[src/inc/crs_pkg.sv]
// Package for the core register set: offsets, flag positions, op codes
package crs_pkg;

  // Register offsets (byte addresses)
  localparam logic [7:0] OFF_RESULT  = 8'h00;
  localparam logic [7:0] OFF_OFS1    = 8'h04;
  localparam logic [7:0] OFF_OFS2    = 8'h08;
  localparam logic [7:0] OFF_FRAME   = 8'h0c;
  localparam logic [7:0] OFF_FETCH   = 8'h10;
  localparam logic [7:0] OFF_COND    = 8'h14;
  localparam logic [7:0] OFF_CTRL    = 8'h18;
  localparam logic [7:0] OFF_OP      = 8'h1c;
  localparam logic [7:0] OFF_STATUS  = 8'h20;

  // Flag positions
  localparam int FLG_C = 0;
  localparam int FLG_Z = 1;
  localparam int FLG_I = 2;
  localparam int FLG_D = 3;
  localparam int FLG_B = 4;
  localparam int FLG_T = 5;
  localparam int FLG_V = 6;
  localparam int FLG_N = 7;

  // Control register field
  localparam int CTRL_PAGE = 0;

  // Reset values, stack page bytes and bus error word
  localparam logic [7:0]  RST_BYTE  = 8'h00;
  localparam logic [7:0]  RST_FRAME = 8'hff;
  localparam logic [15:0] RST_FETCH = 16'h0000;
  localparam logic [7:0]  RST_COND  = 8'h04;
  localparam logic [7:0]  PAGE_ZERO = 8'h00;
  localparam logic [7:0]  PAGE_ONE  = 8'h01;
  localparam logic [31:0] BUS_ERR   = 32'hdeadbeef;

  // Operation codes written to the op register
  typedef enum logic [4:0] {
    OP_NONE       = 5'h00,
    OP_SET_CARRY  = 5'h01,
    OP_CLR_CARRY  = 5'h02,
    OP_MASK_IRQ   = 5'h03,
    OP_UNMASK_IRQ = 5'h04,
    OP_DEC_ON     = 5'h05,
    OP_DEC_OFF    = 5'h06,
    OP_SETT       = 5'h07,
    OP_DIRECT_OFF = 5'h08,
    OP_OVF_RESET  = 5'h09,
    OP_PUSH_WORK  = 5'h0a,
    OP_POP_WORK   = 5'h0b,
    OP_PUSH_P     = 5'h0c,
    OP_POP_P      = 5'h0d,
    OP_SOFT_BREAK = 5'h0e,
    OP_ADD     = 5'h0f,
    OP_SUB     = 5'h10,
    OP_BIT     = 5'h11,
    OP_LOAD    = 5'h12,
    OP_SHL     = 5'h13,
    OP_ROR     = 5'h14,
    OP_FAST_SPEED = 5'h15,
    OP_LOW_SPEED  = 5'h16
  } crs_op_t;

  // Stack memory request toward the core's data memory
  typedef struct packed {
    logic        push;
    logic        pop;
    logic [15:0] addr;
    logic [7:0]  data;
  } crs_stack_t;

endpackage

[src/logic/crs_core_regs.sv]
// Core register set with condition word, stack addressing and ops
//
// How it works
// RULE_01 - Eight-bit working register carries data operations
// RULE_02 - First offset register forms indexed addresses
// RULE_03 - Second offset register forms indexed addresses
// RULE_04 - Frame pointer gives stack address low byte
// RULE_05 - Page bit selects stack high byte
// RULE_06 - Sixteen-bit fetch pointer from two halves
// RULE_07 - Condition word: five status, three control flags
// RULE_08 - Branch tests on carry, zero, overflow, negative
// RULE_09 - Decimal mode leaves zero, overflow, negative invalid
// RULE_10 - Bit 0 takes carry, shifts, rotates
// RULE_11 - Bit 1 set on zero result
// RULE_12 - Bit 2 masks all but break
// RULE_13 - Bit 3 selects binary or decimal arithmetic
// RULE_14 - Bit 4 reads zero, pushed one on break
// RULE_15 - Bit 5 enables memory to memory operation
// RULE_16 - Bit 6 set on signed overflow
// RULE_17 - Bit 7 set on negative result
// RULE_18 - Bit test copies memory bits 6, 7
// RULE_19 - Set and clear ops per listed flags
// RULE_20 - Push and pop working register, condition word
// RULE_21 - Speed ops refused, others supported
// RULE_22 - Push post-decrements, pop pre-increments frame pointer
`timescale 1ns/1ps

module crs_core_regs (
  // Clock and reset
  input  wire logic                i_clk,
  input  wire logic                i_reset,
  // Wishbone slave
  input  wire logic                i_wb_cyc,
  input  wire logic                i_wb_stb,
  input  wire logic                i_wb_we,
  input  wire logic [7:0]          i_wb_adr,
  input  wire logic [3:0]          i_wb_sel,
  input  wire logic [31:0]         i_wb_dat,
  output logic      [31:0]         o_wb_dat,
  output logic                     o_wb_ack,
  output logic                     o_wb_err,
  // Memory operand and stack return data
  input  wire logic [7:0]          i_mem_data,
  input  wire logic [7:0]          i_pop_data,
  // Stack request and core status
  output crs_pkg::crs_stack_t      o_stack,
  output logic      [15:0]         o_stack_addr,
  output logic                     o_irq_masked,
  output logic                     o_decimal,
  output logic                     o_direct_mem,
  output logic      [3:0]          o_branch_cond,
  output logic                     o_op_refused
);

  // Architectural state
  logic [7:0]  result_r;
  logic [7:0]  ofs1_r;
  logic [7:0]  ofs2_r;
  logic [7:0]  frame_r;
  logic [7:0]  fetch_hi_r;
  logic [7:0]  fetch_lo_r;
  logic [7:0]  cond_r;
  logic        page_r;
  logic        refused_r;
  logic        ack_r;
  logic        err_r;
  logic [31:0] rdat_r;
  logic        pop_pend_r;
  logic        pop_cond_r;
  crs_pkg::crs_stack_t stack_r;

  // Bus decode
  wire         req     = i_wb_cyc & i_wb_stb & ~ack_r & ~err_r;
  wire         wr      = req & i_wb_we;
  wire         hit_res = i_wb_adr == crs_pkg::OFF_RESULT;
  wire         hit_o1  = i_wb_adr == crs_pkg::OFF_OFS1;
  wire         hit_o2  = i_wb_adr == crs_pkg::OFF_OFS2;
  wire         hit_fr  = i_wb_adr == crs_pkg::OFF_FRAME;
  wire         hit_fp  = i_wb_adr == crs_pkg::OFF_FETCH;
  wire         hit_cw  = i_wb_adr == crs_pkg::OFF_COND;
  wire         hit_ct  = i_wb_adr == crs_pkg::OFF_CTRL;
  wire         hit_op  = i_wb_adr == crs_pkg::OFF_OP;
  wire         hit_st  = i_wb_adr == crs_pkg::OFF_STATUS;
  wire         mapped  = hit_res | hit_o1 | hit_o2 | hit_fr | hit_fp |
                         hit_cw | hit_ct | hit_op | hit_st;
  wire         b0      = i_wb_sel[0];
  wire         b1      = i_wb_sel[1];

  // Operation issued by a write to the op register
  wire                 op_go = wr & hit_op & b0;
  crs_pkg::crs_op_t    op;
  assign op = op_go ? crs_pkg::crs_op_t'(i_wb_dat[4:0]) : crs_pkg::OP_NONE;

  // Stack address: page byte above frame pointer
  wire [7:0]  page_hi = page_r ? crs_pkg::PAGE_ONE
                               : crs_pkg::PAGE_ZERO; // RULE_05
  wire [15:0] stk_now = {page_hi, frame_r};          // RULE_04
  wire [7:0]  frame_inc = frame_r + 8'h01;
  wire [15:0] stk_pop = {page_hi, frame_inc};        // RULE_22

  // Arithmetic: operand from memory, binary or decimal adjust
  wire [8:0] bin_add = {1'b0, result_r} + {1'b0, i_mem_data}
                       + {8'h00, cond_r[crs_pkg::FLG_C]};
  wire [8:0] bin_sub = {1'b0, result_r} - {1'b0, i_mem_data}
                       - {8'h00, ~cond_r[crs_pkg::FLG_C]};
  wire [4:0] lo_add  = {1'b0, result_r[3:0]} + {1'b0, i_mem_data[3:0]}
                       + {4'h0, cond_r[crs_pkg::FLG_C]};
  wire       lo_cy   = lo_add > 5'd9;
  wire [4:0] lo_fix  = lo_cy ? lo_add + 5'd6 : lo_add;
  wire [4:0] hi_add  = {1'b0, result_r[7:4]} + {1'b0, i_mem_data[7:4]}
                       + {4'h0, lo_cy};
  wire       hi_cy   = hi_add > 5'd9;
  wire [4:0] hi_fix  = hi_cy ? hi_add + 5'd6 : hi_add;
  wire [8:0] dec_add = {hi_cy, hi_fix[3:0], lo_fix[3:0]};
  wire [4:0] lo_sub  = {1'b0, result_r[3:0]} - {1'b0, i_mem_data[3:0]}
                       - {4'h0, ~cond_r[crs_pkg::FLG_C]};
  wire       lo_bw   = lo_sub[4];
  wire [4:0] lo_sfx  = lo_bw ? lo_sub - 5'd6 : lo_sub;
  wire [4:0] hi_sub  = {1'b0, result_r[7:4]} - {1'b0, i_mem_data[7:4]}
                       - {4'h0, lo_bw};
  wire       hi_bw   = hi_sub[4];
  wire [4:0] hi_sfx  = hi_bw ? hi_sub - 5'd6 : hi_sub;
  wire [8:0] dec_sub = {~hi_bw, hi_sfx[3:0], lo_sfx[3:0]};
  wire       dec     = cond_r[crs_pkg::FLG_D];
  wire [8:0] sum_add = dec ? dec_add : bin_add;      // RULE_13
  // Carry after a subtract means no borrow, the same sense as carry in
  wire [8:0] bin_sbc = {~bin_sub[8], bin_sub[7:0]};  // RULE_10
  wire [8:0] sum_sub = dec ? dec_sub : bin_sbc;      // RULE_13
  // Signed overflow from operand and result signs
  wire       ovf_add = (result_r[7] == i_mem_data[7]) &
                       (bin_add[7] != result_r[7]);  // RULE_16
  wire       ovf_sub = (result_r[7] != i_mem_data[7]) &
                       (bin_sub[7] != result_r[7]);  // RULE_16

  // Next value of the working register and condition word
  logic [7:0] result_nxt;
  logic [7:0] cond_nxt;
  logic       chg_zn;
  always_comb begin
    result_nxt = result_r;
    cond_nxt   = cond_r;
    chg_zn     = 1'b0;
    unique case (op)
      crs_pkg::OP_SET_CARRY:  cond_nxt[crs_pkg::FLG_C] = 1'b1; // RULE_19
      crs_pkg::OP_CLR_CARRY:  cond_nxt[crs_pkg::FLG_C] = 1'b0; // RULE_19
      crs_pkg::OP_MASK_IRQ:   cond_nxt[crs_pkg::FLG_I] = 1'b1; // RULE_19
      crs_pkg::OP_UNMASK_IRQ: cond_nxt[crs_pkg::FLG_I] = 1'b0; // RULE_19
      crs_pkg::OP_DEC_ON:     cond_nxt[crs_pkg::FLG_D] = 1'b1; // RULE_19
      crs_pkg::OP_DEC_OFF:    cond_nxt[crs_pkg::FLG_D] = 1'b0; // RULE_19
      crs_pkg::OP_SETT:       cond_nxt[crs_pkg::FLG_T] = 1'b1; // RULE_19
      crs_pkg::OP_DIRECT_OFF: cond_nxt[crs_pkg::FLG_T] = 1'b0; // RULE_19
      crs_pkg::OP_OVF_RESET:  cond_nxt[crs_pkg::FLG_V] = 1'b0; // RULE_19
      crs_pkg::OP_SOFT_BREAK: cond_nxt[crs_pkg::FLG_I] = 1'b1;
      crs_pkg::OP_ADD: begin
        result_nxt = sum_add[7:0];
        cond_nxt[crs_pkg::FLG_C] = sum_add[8];           // RULE_10
        cond_nxt[crs_pkg::FLG_V] = ovf_add;              // RULE_16
        chg_zn = 1'b1;
      end
      crs_pkg::OP_SUB: begin
        result_nxt = sum_sub[7:0];
        cond_nxt[crs_pkg::FLG_C] = sum_sub[8];           // RULE_10
        cond_nxt[crs_pkg::FLG_V] = ovf_sub;              // RULE_16
        chg_zn = 1'b1;
      end
      crs_pkg::OP_BIT: begin
        cond_nxt[crs_pkg::FLG_V] = i_mem_data[6];        // RULE_18
        cond_nxt[crs_pkg::FLG_N] = i_mem_data[7];        // RULE_18
        cond_nxt[crs_pkg::FLG_Z] = (result_r & i_mem_data) == 8'h00;
      end
      crs_pkg::OP_LOAD: begin
        result_nxt = i_mem_data;                         // RULE_01
        chg_zn = 1'b1;
      end
      crs_pkg::OP_SHL: begin
        result_nxt = {result_r[6:0], 1'b0};
        cond_nxt[crs_pkg::FLG_C] = result_r[7];          // RULE_10
        chg_zn = 1'b1;
      end
      crs_pkg::OP_ROR: begin
        result_nxt = {cond_r[crs_pkg::FLG_C], result_r[7:1]};
        cond_nxt[crs_pkg::FLG_C] = result_r[0];          // RULE_10
        chg_zn = 1'b1;
      end
      default: ;
    endcase
    // Zero and negative follow each result; decimal leaves them undefined
    if (chg_zn) begin
      cond_nxt[crs_pkg::FLG_Z] = result_nxt == 8'h00;    // RULE_11 RULE_09
      cond_nxt[crs_pkg::FLG_N] = result_nxt[7];          // RULE_17 RULE_09
    end
    cond_nxt[crs_pkg::FLG_B] = 1'b0;                     // RULE_14
  end

  // Stack traffic: push writes at frame, pop reads at frame plus one
  wire is_push = (op == crs_pkg::OP_PUSH_WORK) |
                 (op == crs_pkg::OP_PUSH_P) |
                 (op == crs_pkg::OP_SOFT_BREAK);         // RULE_20
  wire is_pop  = (op == crs_pkg::OP_POP_WORK) |
                 (op == crs_pkg::OP_POP_P);              // RULE_20
  wire [7:0] push_byte =
    (op == crs_pkg::OP_PUSH_WORK)  ? result_r :
    (op == crs_pkg::OP_SOFT_BREAK) ? (cond_r | 8'h10) :  // RULE_14
                                     cond_r;
  wire is_refused = (op == crs_pkg::OP_FAST_SPEED) |
                    (op == crs_pkg::OP_LOW_SPEED);       // RULE_21

  // Read data selection
  wire [31:0] rd_mux =
    hit_res ? {24'h0, result_r} :
    hit_o1  ? {24'h0, ofs1_r} :
    hit_o2  ? {24'h0, ofs2_r} :
    hit_fr  ? {24'h0, frame_r} :
    hit_fp  ? {16'h0, fetch_hi_r, fetch_lo_r} :         // RULE_06
    hit_cw  ? {24'h0, cond_r} :
    hit_ct  ? {31'h0, page_r} :
    hit_st  ? {30'h0, pop_pend_r, refused_r} :
              32'h0;

  // Bus answer: one cycle after the request, err for unmapped
  always_ff @(posedge i_clk) begin
    if (i_reset) begin
      ack_r  <= 1'b0;
      err_r  <= 1'b0;
      rdat_r <= 32'h0;
    end else begin
      ack_r  <= req & mapped;
      err_r  <= req & ~mapped;
      rdat_r <= (req & mapped) ? rd_mux : 32'h0;
    end
  end

  // Write strobes, one per register and byte lane
  wire we_res  = wr & hit_res & b0;
  wire we_o1   = wr & hit_o1 & b0;
  wire we_o2   = wr & hit_o2 & b0;
  wire we_fr   = wr & hit_fr & b0;
  wire we_fplo = wr & hit_fp & b0;
  wire we_fphi = wr & hit_fp & b1;
  wire we_cw   = wr & hit_cw & b0;
  wire we_ct   = wr & hit_ct & b0;
  wire clr_ref = wr & hit_st & b0 & i_wb_dat[0];
  // Popped bytes land one cycle after the pop request
  wire pop_w   = pop_pend_r & ~pop_cond_r;
  wire pop_c   = pop_pend_r & pop_cond_r;

  // Working register: popped byte, then bus write, then op result
  always_ff @(posedge i_clk) begin
    if (i_reset) begin
      result_r <= crs_pkg::RST_BYTE;
    end else if (pop_w) begin
      result_r <= i_pop_data;                            // RULE_20
    end else if (we_res) begin
      result_r <= i_wb_dat[7:0];                         // RULE_01
    end else begin
      result_r <= result_nxt;
    end
  end

  // Offset registers change only by a bus write
  always_ff @(posedge i_clk) begin
    if (i_reset) begin
      ofs1_r <= crs_pkg::RST_BYTE;
      ofs2_r <= crs_pkg::RST_BYTE;
    end else begin
      if (we_o1) ofs1_r <= i_wb_dat[7:0];                // RULE_02
      if (we_o2) ofs2_r <= i_wb_dat[7:0];                // RULE_03
    end
  end

  // Condition word; the break bit never lives in the register itself
  always_ff @(posedge i_clk) begin
    if (i_reset) begin
      cond_r <= crs_pkg::RST_COND;
    end else if (pop_c) begin
      cond_r <= i_pop_data & ~8'h10;                     // RULE_14 RULE_20
    end else if (we_cw) begin
      cond_r <= i_wb_dat[7:0] & ~8'h10;                  // RULE_07
    end else begin
      cond_r <= cond_nxt;
    end
  end

  // Stack page select
  always_ff @(posedge i_clk) begin
    if (i_reset) begin
      page_r <= 1'b0;
    end else if (we_ct) begin
      page_r <= i_wb_dat[crs_pkg::CTRL_PAGE];            // RULE_05
    end
  end

  // Frame pointer and stack request; stack ops win over a bus write
  always_ff @(posedge i_clk) begin
    if (i_reset) begin
      frame_r    <= crs_pkg::RST_FRAME;
      stack_r    <= '0;
      pop_pend_r <= 1'b0;
      pop_cond_r <= 1'b0;
    end else begin
      stack_r    <= '0;
      pop_pend_r <= is_pop;
      pop_cond_r <= op == crs_pkg::OP_POP_P;
      if (is_push) begin
        stack_r    <= '{push: 1'b1, pop: 1'b0, addr: stk_now,
                        data: push_byte};
        frame_r    <= frame_r - 8'h01;                   // RULE_22
      end else if (is_pop) begin
        stack_r    <= '{push: 1'b0, pop: 1'b1, addr: stk_pop,
                        data: 8'h00};
        frame_r    <= frame_inc;                         // RULE_22
      end else if (we_fr) begin
        frame_r    <= i_wb_dat[7:0];
      end
    end
  end

  // Fetch pointer halves, one byte lane each
  always_ff @(posedge i_clk) begin
    if (i_reset) begin
      fetch_hi_r <= crs_pkg::RST_FETCH[15:8];
      fetch_lo_r <= crs_pkg::RST_FETCH[7:0];
    end else begin
      if (we_fplo) fetch_lo_r <= i_wb_dat[7:0];          // RULE_06
      if (we_fphi) fetch_hi_r <= i_wb_dat[15:8];         // RULE_06
    end
  end

  // Sticky refusal flag; write one to clear, a new refusal wins
  always_ff @(posedge i_clk) begin
    if (i_reset) begin
      refused_r <= 1'b0;
    end else if (is_refused) begin
      refused_r <= 1'b1;                                 // RULE_21
    end else if (clr_ref) begin
      refused_r <= 1'b0;
    end
  end

  // Outputs
  assign o_wb_dat      = rdat_r;
  assign o_wb_ack      = ack_r;
  assign o_wb_err      = err_r;
  assign o_stack       = stack_r;
  assign o_stack_addr  = stk_now;
  assign o_irq_masked  = cond_r[crs_pkg::FLG_I];         // RULE_12
  assign o_decimal     = cond_r[crs_pkg::FLG_D];         // RULE_13
  assign o_direct_mem  = cond_r[crs_pkg::FLG_T];         // RULE_15
  assign o_branch_cond = {cond_r[crs_pkg::FLG_N], cond_r[crs_pkg::FLG_V],
                          cond_r[crs_pkg::FLG_Z],
                          cond_r[crs_pkg::FLG_C]};       // RULE_08
  assign o_op_refused  = refused_r;

endmodule

[config.mk]
export PLATFORM = sky130hd
export DESIGN_NAME = crs_core_regs
export DESIGN_NICKNAME = d
export VERILOG_FILES = /design/src/inc/crs_pkg.sv /design/src/logic/crs_core_regs.sv
export SDC_FILE = /design/constraint.sdc
export NUM_CORES = 1
export LEC_CHECK = 0
export ABC_AREA = 1
export BUFFER_PORTS_ARGS = -buffer_cell sky130_fd_sc_hd__buf_2
export CORE_MARGIN = 5
export CORE_UTILIZATION = 55
export CTS_CLUSTER_DIAMETER = 100
export DETAILED_ROUTE_END_ITERATION = 8
export PLACE_DENSITY_LB_ADDON = 0.12
export SKIP_LAST_GASP = 1
export SYNTH_ARGS = -nofsm -noshare
export SYNTH_HDL_FRONTEND = slang
export SYNTH_SLANG_ARGS = --single-unit
export TNS_END_PERCENT = 1
[constraint.sdc]
create_clock -name i_clk -period 13.17 [get_ports i_clk]
set_input_delay 0.6585 -clock i_clk [delete_from_list [all_inputs] [get_ports i_clk]]
set_output_delay 0.6585 -clock i_clk [all_outputs]
set_load 0.02 [all_outputs]
==> results of run 1 <==
==> cell usage in the layout (no fill, tap or decap), types with 17 or more instances in the layout <==
cell type | synthesis | layout
inv_1 | 141 | 141
nor2_1 | 103 | 103
nand3_1 | 61 | 61
nand4_1 | 17 | 17
a21oi_1 | 70 | 70
nand2_1 | 208 | 208
conb_1 | 1 | 30
o21ai_0 | 79 | 79
dfxtp_1 | 96 | 96
nor3_1 | 17 | 17
buf_2 | 1 | 100
ha_1 | 31 | 31
==> flip-flops by register name, summed over array words and instances, names as in the netlist <==
name,flops
o_wb_ack,1
o_stack,19
cond_r,7
pop_cond_r,1
result_r,8
o_wb_err,1
o_wb_dat,16
ofs2_r,8
fetch_hi_r,8
pop_pend_r,1
fetch_lo_r,8
o_op_refused,1
frame_r,8
page_r,1
ofs1_r,8
==> per-layer routing <==
layer / GRT usage / share of wire / up-vias / wire [µm]
li1: - / - / 3498 / -
met1: 0.3907 / 0.45 / 3237 / 9233
met2: 0.4092 / 0.42 / 337 / 8750
met3: 0.07010 / 0.10 / 45 / 2100
met4: 0.08754 / 0.026 / 2 / 527
met5: 0 / 0.0012 / - / 24
==> cell type report <==
type / instances / area [µm²] / share of cell area
sequential: 96 / 1922 / 0.2498
timing repair buffer: 101 / 508.0 / 0.06602
multi-input combinational: 751 / 4175 / 0.5426
inverter: 155 / 588.1 / 0.07642
tap: 172 / 215.2 / 0.02797
clock inverter: 7 / 61.31 / 0.007967
clock buffer: 9 / 225.2 / 0.02927
==> final timing paths <==
path                   to  depth (start not counted)
max             cond_r[1]                         36
min          o_wb_dat[12]                          2
max reg2reg     cond_r[1]                         36
min reg2reg  o_wb_dat[12]                          2
==> critical path: cells and delay by family, from the launching register on <==
family	cells	cell delay, ns
fa+ha+maj	5	1.69
buf+inv	8	0.82
compound gates	3	0.45
flops	1	0.49
simple gates	20	1.65
==> where the power goes <==
group          leakage, µW  switching, µW  total, µW  internal [µW]
Clock             0.000141            123        255            133
Sequential        0.000773          0.235        290            290
Combinational      0.00289           53.5       77.0           23.5
==> synth_stat cells, types with 17 or more instances <==
master      n  area share
inv_1     141       0.077
nor2_1    103       0.056
buf_4      32       0.035
dfxtp_1    96        0.28
nand3_1    61       0.044
a21oi_1    70       0.051
clkbuf_1   21       0.011
nor3_1     17       0.012
nand2_1   208        0.11
ha_1       31       0.056
nand4_1    17       0.015
o21ai_0    79       0.057
==> kinds of logic (layout without fill, tap and decap cells) <==
| group | Yosys count | in the layout | synth area share |
|---|---|---|---|
| mux | 1 | 1 | 0.001450 |
| compound gates | 211 | 211 | 0.1796 |
| xor+xnor | 20 | 20 | 0.02537 |
| fa+ha+maj | 38 | 38 | 0.07648 |
| other cells | 1 | 30 | 0.0005432 |
| buf+inv | 210 | 272 | 0.1327 |
| simple gates | 451 | 451 | 0.3055 |
| flops | 96 | 96 | 0.2784 |
==> metrics by stage <==
stage	cell area [µm²]	util	power (µW)
6_report	7695	0.6173	622.7
3_3_place_gp	7408	0.5943	371.5
3_5_place_dp	7408	0.5943	372.5
5_1_grt	7695	0.6173	644.1
4_1_cts	7695	0.6173	621.7
2_1_floorplan	7013	-	356.8
==> load_flow_metrics.sql, run 1 <==
INSERT INTO impl_metrics (metric_group, metric, value, unit) VALUES
('run_status', 'run_status', 'completed', ''),
('synthesis', 'synth_async_sr_flop_share', '0', ''),
('clock_tree', 'htree_num_levels', '3', ''),
('pwr', 'irDropWorstVdd', '0.08570', 'mV'),
('cells_and_area', 'nFillCells', '1253', ''),
('sta', 'post-route-period-util', '0.3973', ''),
('sta', 'tightest_slew', '0.8865', 'ns'),
('clock_tree', 'post_cts.resized_instances', '0', ''),
('die', 'floorplan.initialDensity', '0.5538', ''),
('synthesis', 'synth_enable_flop_cells', '0', ''),
('route', 'drt_iter0_drc', '569', ''),
('global_route', 'track_usage', '0.2752', ''),
('sta', 'grt_setup_unrepaired', 'false', ''),
('synthesis', 'post_synth_inst_count', '1028', ''),
('sta', 'slew_viol_final', '0', ''),
('critical_path', 'path_class', 'flop to flop', ''),
('sta', 'timing.final.setup_violations', '0', ''),
('clock_tree', 'clock_latency', '0.35', 'ns'),
('pwr', 'pwr_density_cell', '80.93', 'mW/mm²'),
('clock_tree', 'cts-buffers-inserted', '9', ''),
('clock_tree', 'cts.reportedPaths.clkPinSlew', '0.07', 'ns'),
('hold_path', 'hold_class', 'flop to flop', ''),
('sta', 'count_of_endpoints_failing_hold_in_the_final_timing_report', '0', ''),
('critical_path', 'crit_path_end_kind', 'flop', ''),
('sta', 'maxClockFrequency', '191.1', 'MHz'),
('synthesis', 'syn-mean-instance-area', '6.716', 'µm²'),
('route', 'wirelength', '20.64', 'mm'),
('clock_tree', 'cts_hold_repair.buffers', '0', ''),
('cells_and_area', 'finish.cell_count_without_fillers', '1291', ''),
('clock_tree', 'post_cts_buffers', '0', ''),
('global_route', 'grt_max_degree', '42', ''),
('critical_path', 'worst_r2r_startpoint', 'cond_r[0]', ''),
('route', 'remaining_drc_errors', '0', ''),
('clock_tree', 'clock-root-buffer', 'clkbuf_16', ''),
('sta', 'timing.setup.tns', '0', 'ns'),
('sta', 'worst_slack', '7.938', 'ns'),
('hold_path', 'worst_hold_startpoint', 'fetch_hi_r[4]', ''),
('cells_and_area', 'areaGrowthSynthToFinish', '11.45', '%'),
('global_route', 'globalRouteOverflowTotal', '0', ''),
('pwr', 'power_leakage', '0.003807', 'µW'),
('clock_tree', 'clock_tree_from_tritoncts', 'done', ''),
('cells_and_area', 'antennaDiodeCount', '0', ''),
('critical_path', 'timing.critical_path.arrival', '5.51', 'ns'),
('synthesis', 'postSynth.topFlopCell', 'dfxtp_1', ''),
('route', 'detail_routed_via_count_per_cell', '5.514', ''),
('critical_path', 'crit_path_max_incr_delay', '0.49', 'ns'),
('place', 'place_ws', '7.916', 'ns'),
('die', 'fp.dieArea', '0.01489', 'mm²'),
('route', 'drt-pass1-iter-count', '5', ''),
('place', 'half_perimeter_wire_length_after_detailed_placement', '15.95', 'mm'),
('synthesis', 'postSynthRegisterBits', '96', ''),
('die', 'chip_width', '122.0', 'µm'),
('sta', 'holdWs', '0.4261', 'ns'),
('place', 'io_buffers', '100', ''),
('synthesis', 'synth.yosys.warnings', '0', ''),
('critical_path', 'crit_slowest_cell', 'dfxtp_1', ''),
('cells_and_area', 'finish.net_count', '1217', ''),
('critical_path', 'path_common_cell', 'nand2_1', ''),
('synthesis', 'ys_types', '56', ''),
('route', 'total_via_count_after_detailed_routing', '7119', ''),
('critical_path', 'crit_path_start_kind', 'flop', ''),
('flow_run', 'max_cap_viol_count', '0', ''),
('place', 'routabilityCongestion', '0.9875', ''),
('critical_path', 'r2r_slack', '7.94', 'ns'),
('die', 'placementRows', '41', ''),
('global_route', 'grt_first_pass_wirelength', '32.35', 'mm'),
('die', 'die_height', '122.0', 'µm'),
('critical_path', 'worstSetupStartpoint', 'cond_r[0]', ''),
('synthesis', 'post_synth_instance_area', '0.006904', 'mm²'),
('synthesis', 'yosysSeqAreaShare', '0.2784', ''),
('critical_path', 'required', '13.44', 'ns'),
('global_route', 'number_of_global_route_vias_before_repair', '6347', ''),
('die', 'boundaryPins', '149', ''),
('sta', 'largest_clock_skew_in_the_final_design', '0.008460', 'ns'),
('clock_tree', 'clock_tree.buffer_depth', '2', ''),
('cells_and_area', 'layout-drive-gt1-share', '0.1501', ''),
('place', 'dp_cells', '1275', ''),
('sta', 'maxSlewHeadroom', '0.4068', ''),
('route', 'drt.antenna.violating_nets', '0', ''),
('route', 'wl_per_cell', '15.98', 'µm'),
('global_route', 'grt_antenna_before_repair', '1', ''),
('sta', 'period_needed', '5.232', 'ns'),
('clock_tree', 'clk_sinks', '96', ''),
('die', 'core_area', '0.01247', 'mm²'),
('critical_path', 'path_max_fanout', '5', '');
Power figures use the tool's default switching activity.
==> inputs of run 2 (changes only) <==
- CORE_UTILIZATION: 55 -> 50
- clock period: 13.17 -> 4.7 ns (I/O delays scaled with it)
==> run 2 against run 1 <==
- sequential power rose to 2.8 times the previous value
- final area increased by 1.5%
- maximum frequency is 21% higher
- first-iteration DRC count grew 41%
- sequential cell count unchanged
- critical path type unchanged
- combinational power grew to 2.9 times the previous value
- register-to-register slack got worse by 7.6 ns
- largest cell class unchanged
- clock-buffer cell count stayed put
- final cell count up 1.2%
- sequential share of layout area fell by 0.35 points
- worst hold slack got worse by 0.31 ns
- clock power increased to 2.7 times the previous value
==> load_flow_metrics.sql, run 2 (synthesis gave the netlist of run 1 again) <==
INSERT INTO impl_metrics (metric_group, metric, value, unit) VALUES
('hold_path', 'hold_class', 'input pin to flop', ''),
('critical_path', 'path_max_fanout', '7', ''),
('flow_run', 'max_cap_viol_count', '0', ''),
('cells_and_area', 'areaGrowthSynthToFinish', '13.17', '%'),
('place', 'place_ws', '0.08249', 'ns'),
('global_route', 'number_of_global_route_vias_before_repair', '6300', ''),
('route', 'drt.antenna.violating_nets', '0', ''),
('pwr', 'pwr-share-clk', '0.402', ''),
('sta', 'slew_viol_final', '0', ''),
('pwr', 'pwr_density_cell', '222.6', 'mW/mm²'),
('route', 'wl_per_cell', '16.78', 'µm'),
('run_status', 'run_status', 'completed', ''),
('critical_path', 'crit_path_end_kind', 'flop', ''),
('pwr', 'total_power', '1739', 'µW'),
('sta', 'maxClockFrequency', '231.0', 'MHz'),
('clock_tree', 'clock_latency', '0.34', 'ns'),
('sta', 'timing.final.setup_violations', '0', ''),
('cells_and_area', 'number_of_flip_flops_under_the_largest_register_name', '19', ''),
('route', 'drt_iter0_drc', '804', ''),
('cells_and_area', 'commonest_non_fill_non_tap_cell_in_the_layout', 'nand2_1', ''),
('pwr', 'power.share.switching', '0.2810', ''),
('die', 'boundaryPins', '149', ''),
('cells_and_area', 'mostFrequentLayoutCells', 'nand2_1 (201), inv_1 (137), nor2_1 (103)', ''),
('critical_path', 'path_class', 'flop to flop', ''),
('sta', 'count_of_endpoints_failing_hold_in_the_final_timing_report', '0', ''),
('die', 'chip_width', '127.5', 'µm'),
('cells_and_area', 'multi_input_comb_area', '0.004230', 'mm²'),
('pwr', 'sequentialPowerShare', '0.468', ''),
('route', 'wirelength', '21.93', 'mm'),
('place', 'post_dp_cell_area', '0.007463', 'mm²'),
('sta', 'holdWs', '0.1190', 'ns'),
('pwr', 'irDropWorstVdd', '0.1787', 'mV'),
('sta', 'tightest_slew', '0.9718', 'ns'),
('die', 'placementRows', '43', ''),
('route', 'drt-pass1-iter-count', '8', ''),
('sta', 'worst_slack', '0.3706', 'ns'),
('clock_tree', 'cts-buffers-inserted', '9', ''),
('sta', 'post-route-period-util', '0.9211', ''),
('global_route', 'track_usage', '0.2609', ''),
('pwr', 'power.share.combinational', '0.130', ''),
('sta', 'largest_clock_skew_in_the_final_design', '0.009398', 'ns'),
('cells_and_area', 'nFillCells', '1425', ''),
('global_route', 'grt_antenna_before_repair', '0', ''),
('die', 'die_height', '127.5', 'µm'),
('critical_path', 'crit_path_max_incr_delay', '0.45', 'ns'),
('pwr', 'power_switching', '488.8', 'µW'),
('pwr', 'p_int', '1251', 'µW'),
('route', 'remaining_drc_errors', '0', ''),
('clock_tree', 'clock_tree.buffer_depth', '2', ''),
('clock_tree', 'clk_sinks', '96', ''),
('critical_path', 'timing.critical_path.arrival', '4.61', 'ns'),
('place', 'half_perimeter_wire_length_after_detailed_placement', '17.04', 'mm'),
('global_route', 'grt_max_degree', '46', ''),
('global_route', 'grt_first_pass_wirelength', '33.75', 'mm'),
('cells_and_area', 'layout-drive-gt1-share', '0.1748', ''),
('clock_tree', 'htree_num_levels', '3', ''),
('die', 'floorplan.initialDensity', '0.5032', ''),
('critical_path', 'crit_slowest_cell', 'fa_2', ''),
('cells_and_area', 'final-seq-area', '0.001924', 'mm²'),
('sta', 'period_needed', '4.329', 'ns'),
('clock_tree', 'cts.reportedPaths.clkPinSlew', '0.07', 'ns'),
('die', 'fp.dieArea', '0.01626', 'mm²'),
('route', 'total_via_count_after_detailed_routing', '7107', ''),
('cells_and_area', 'finalCoreUtilization', '0.5695', ''),
('pwr', 'power_leakage', '0.003852', 'µW'),
('global_route', 'globalRouteOverflowTotal', '0', ''),
('cells_and_area', 'final_cell_area', '0.007814', 'mm²'),
('clock_tree', 'clock_tree_from_tritoncts', 'done', ''),
('sta', 'maxSlewHeadroom', '0.3498', ''),
('hold_path', 'timing.hold.worst_path_depth', '3', ''),
('place', 'io_buffers', '100', ''),
('cells_and_area', 'finish.net_count', '1225', ''),
('critical_path', 'r2r_slack', '0.37', 'ns'),
('route', 'detail_routed_via_count_per_cell', '5.438', ''),
('critical_path', 'worstRegToRegCells', '34', ''),
('clock_tree', 'clock-root-buffer', 'clkbuf_16', ''),
('die', 'core_area', '0.01372', 'mm²'),
('cells_and_area', 'antennaDiodeCount', '0', ''),
('critical_path', 'path_common_cell', 'nand2_1', ''),
('critical_path', 'required', '4.98', 'ns'),
('critical_path', 'crit_path_start_kind', 'flop', ''),
('place', 'routabilityCongestion', '1.000', '');
run 2: worst max-delay path, delay by kind of cell, from the launching register on:
family / cells / cell delay (ns)
AND/OR/NAND/NOR: 18 / 1.44
adder cells (fa/ha/maj): 5 / 1.47
AO/OA/AOI/OAI: 3 / 0.32
buffers and inverters: 8 / 0.65
flip-flops: 1 / 0.38
run 2: timing repair:
item | in CTS | in global routing
gates resized for setup | 0 | 22
setup endpoints to repair | 0 | 6
buffers inserted | 0 | 2
hold buffers | 0 | 0
run 2: routing by layer:
metal  part of all wire  vias to the layer above  global-route usage
met5                  0                        -                   0
met2               0.40                      361              0.3692
met1               0.47                     3199              0.3965
met3               0.11                       25             0.07232
met4              0.013                        0             0.04732
li1                   -                     3522                   -
run 2: final timing paths:
check	startpoint	end
worst max-delay path	result_r[2]	cond_r[1]
worst min-delay path	i_wb_dat[11]	fetch_hi_r[3]
worst max register to register	result_r[2]	cond_r[1]
worst min register to register	fetch_hi_r[7]	o_wb_dat[15]
run 2: layout make-up:
| class | instances | area share |
|---|---|---|
| well taps | 180 | 0.02882 |
| clock inverters | 7 | 0.006725 |
| clock buffers | 9 | 0.02882 |
| flip-flops and latches | 96 | 0.2463 |
| multi-input cells | 751 | 0.5414 |
| inverters | 155 | 0.07526 |
| repair buffers | 109 | 0.07270 |
run 2: power groups by stage:
stage / combinational [µW] / clock (µW) / sequential [µW]
2_1_floorplan: 167 / 0 / 833
3_3_place_gp: 212 / 0 / 833
3_5_place_dp: 214 / 0 / 833
4_1_cts: 215 / 708 / 814
5_1_grt: 251 / 747 / 814
6_report: 226 / 699 / 814
run 2: through the flow:
stage / cells / setup TNS (ns)
after CTS: 1305 / 0
after detailed placement: 1289 / 0
after global routing: 1307 / -0.001914
final: 1307 / 0
after global placement: 1289 / 0
after floorplan: 1057 / 0
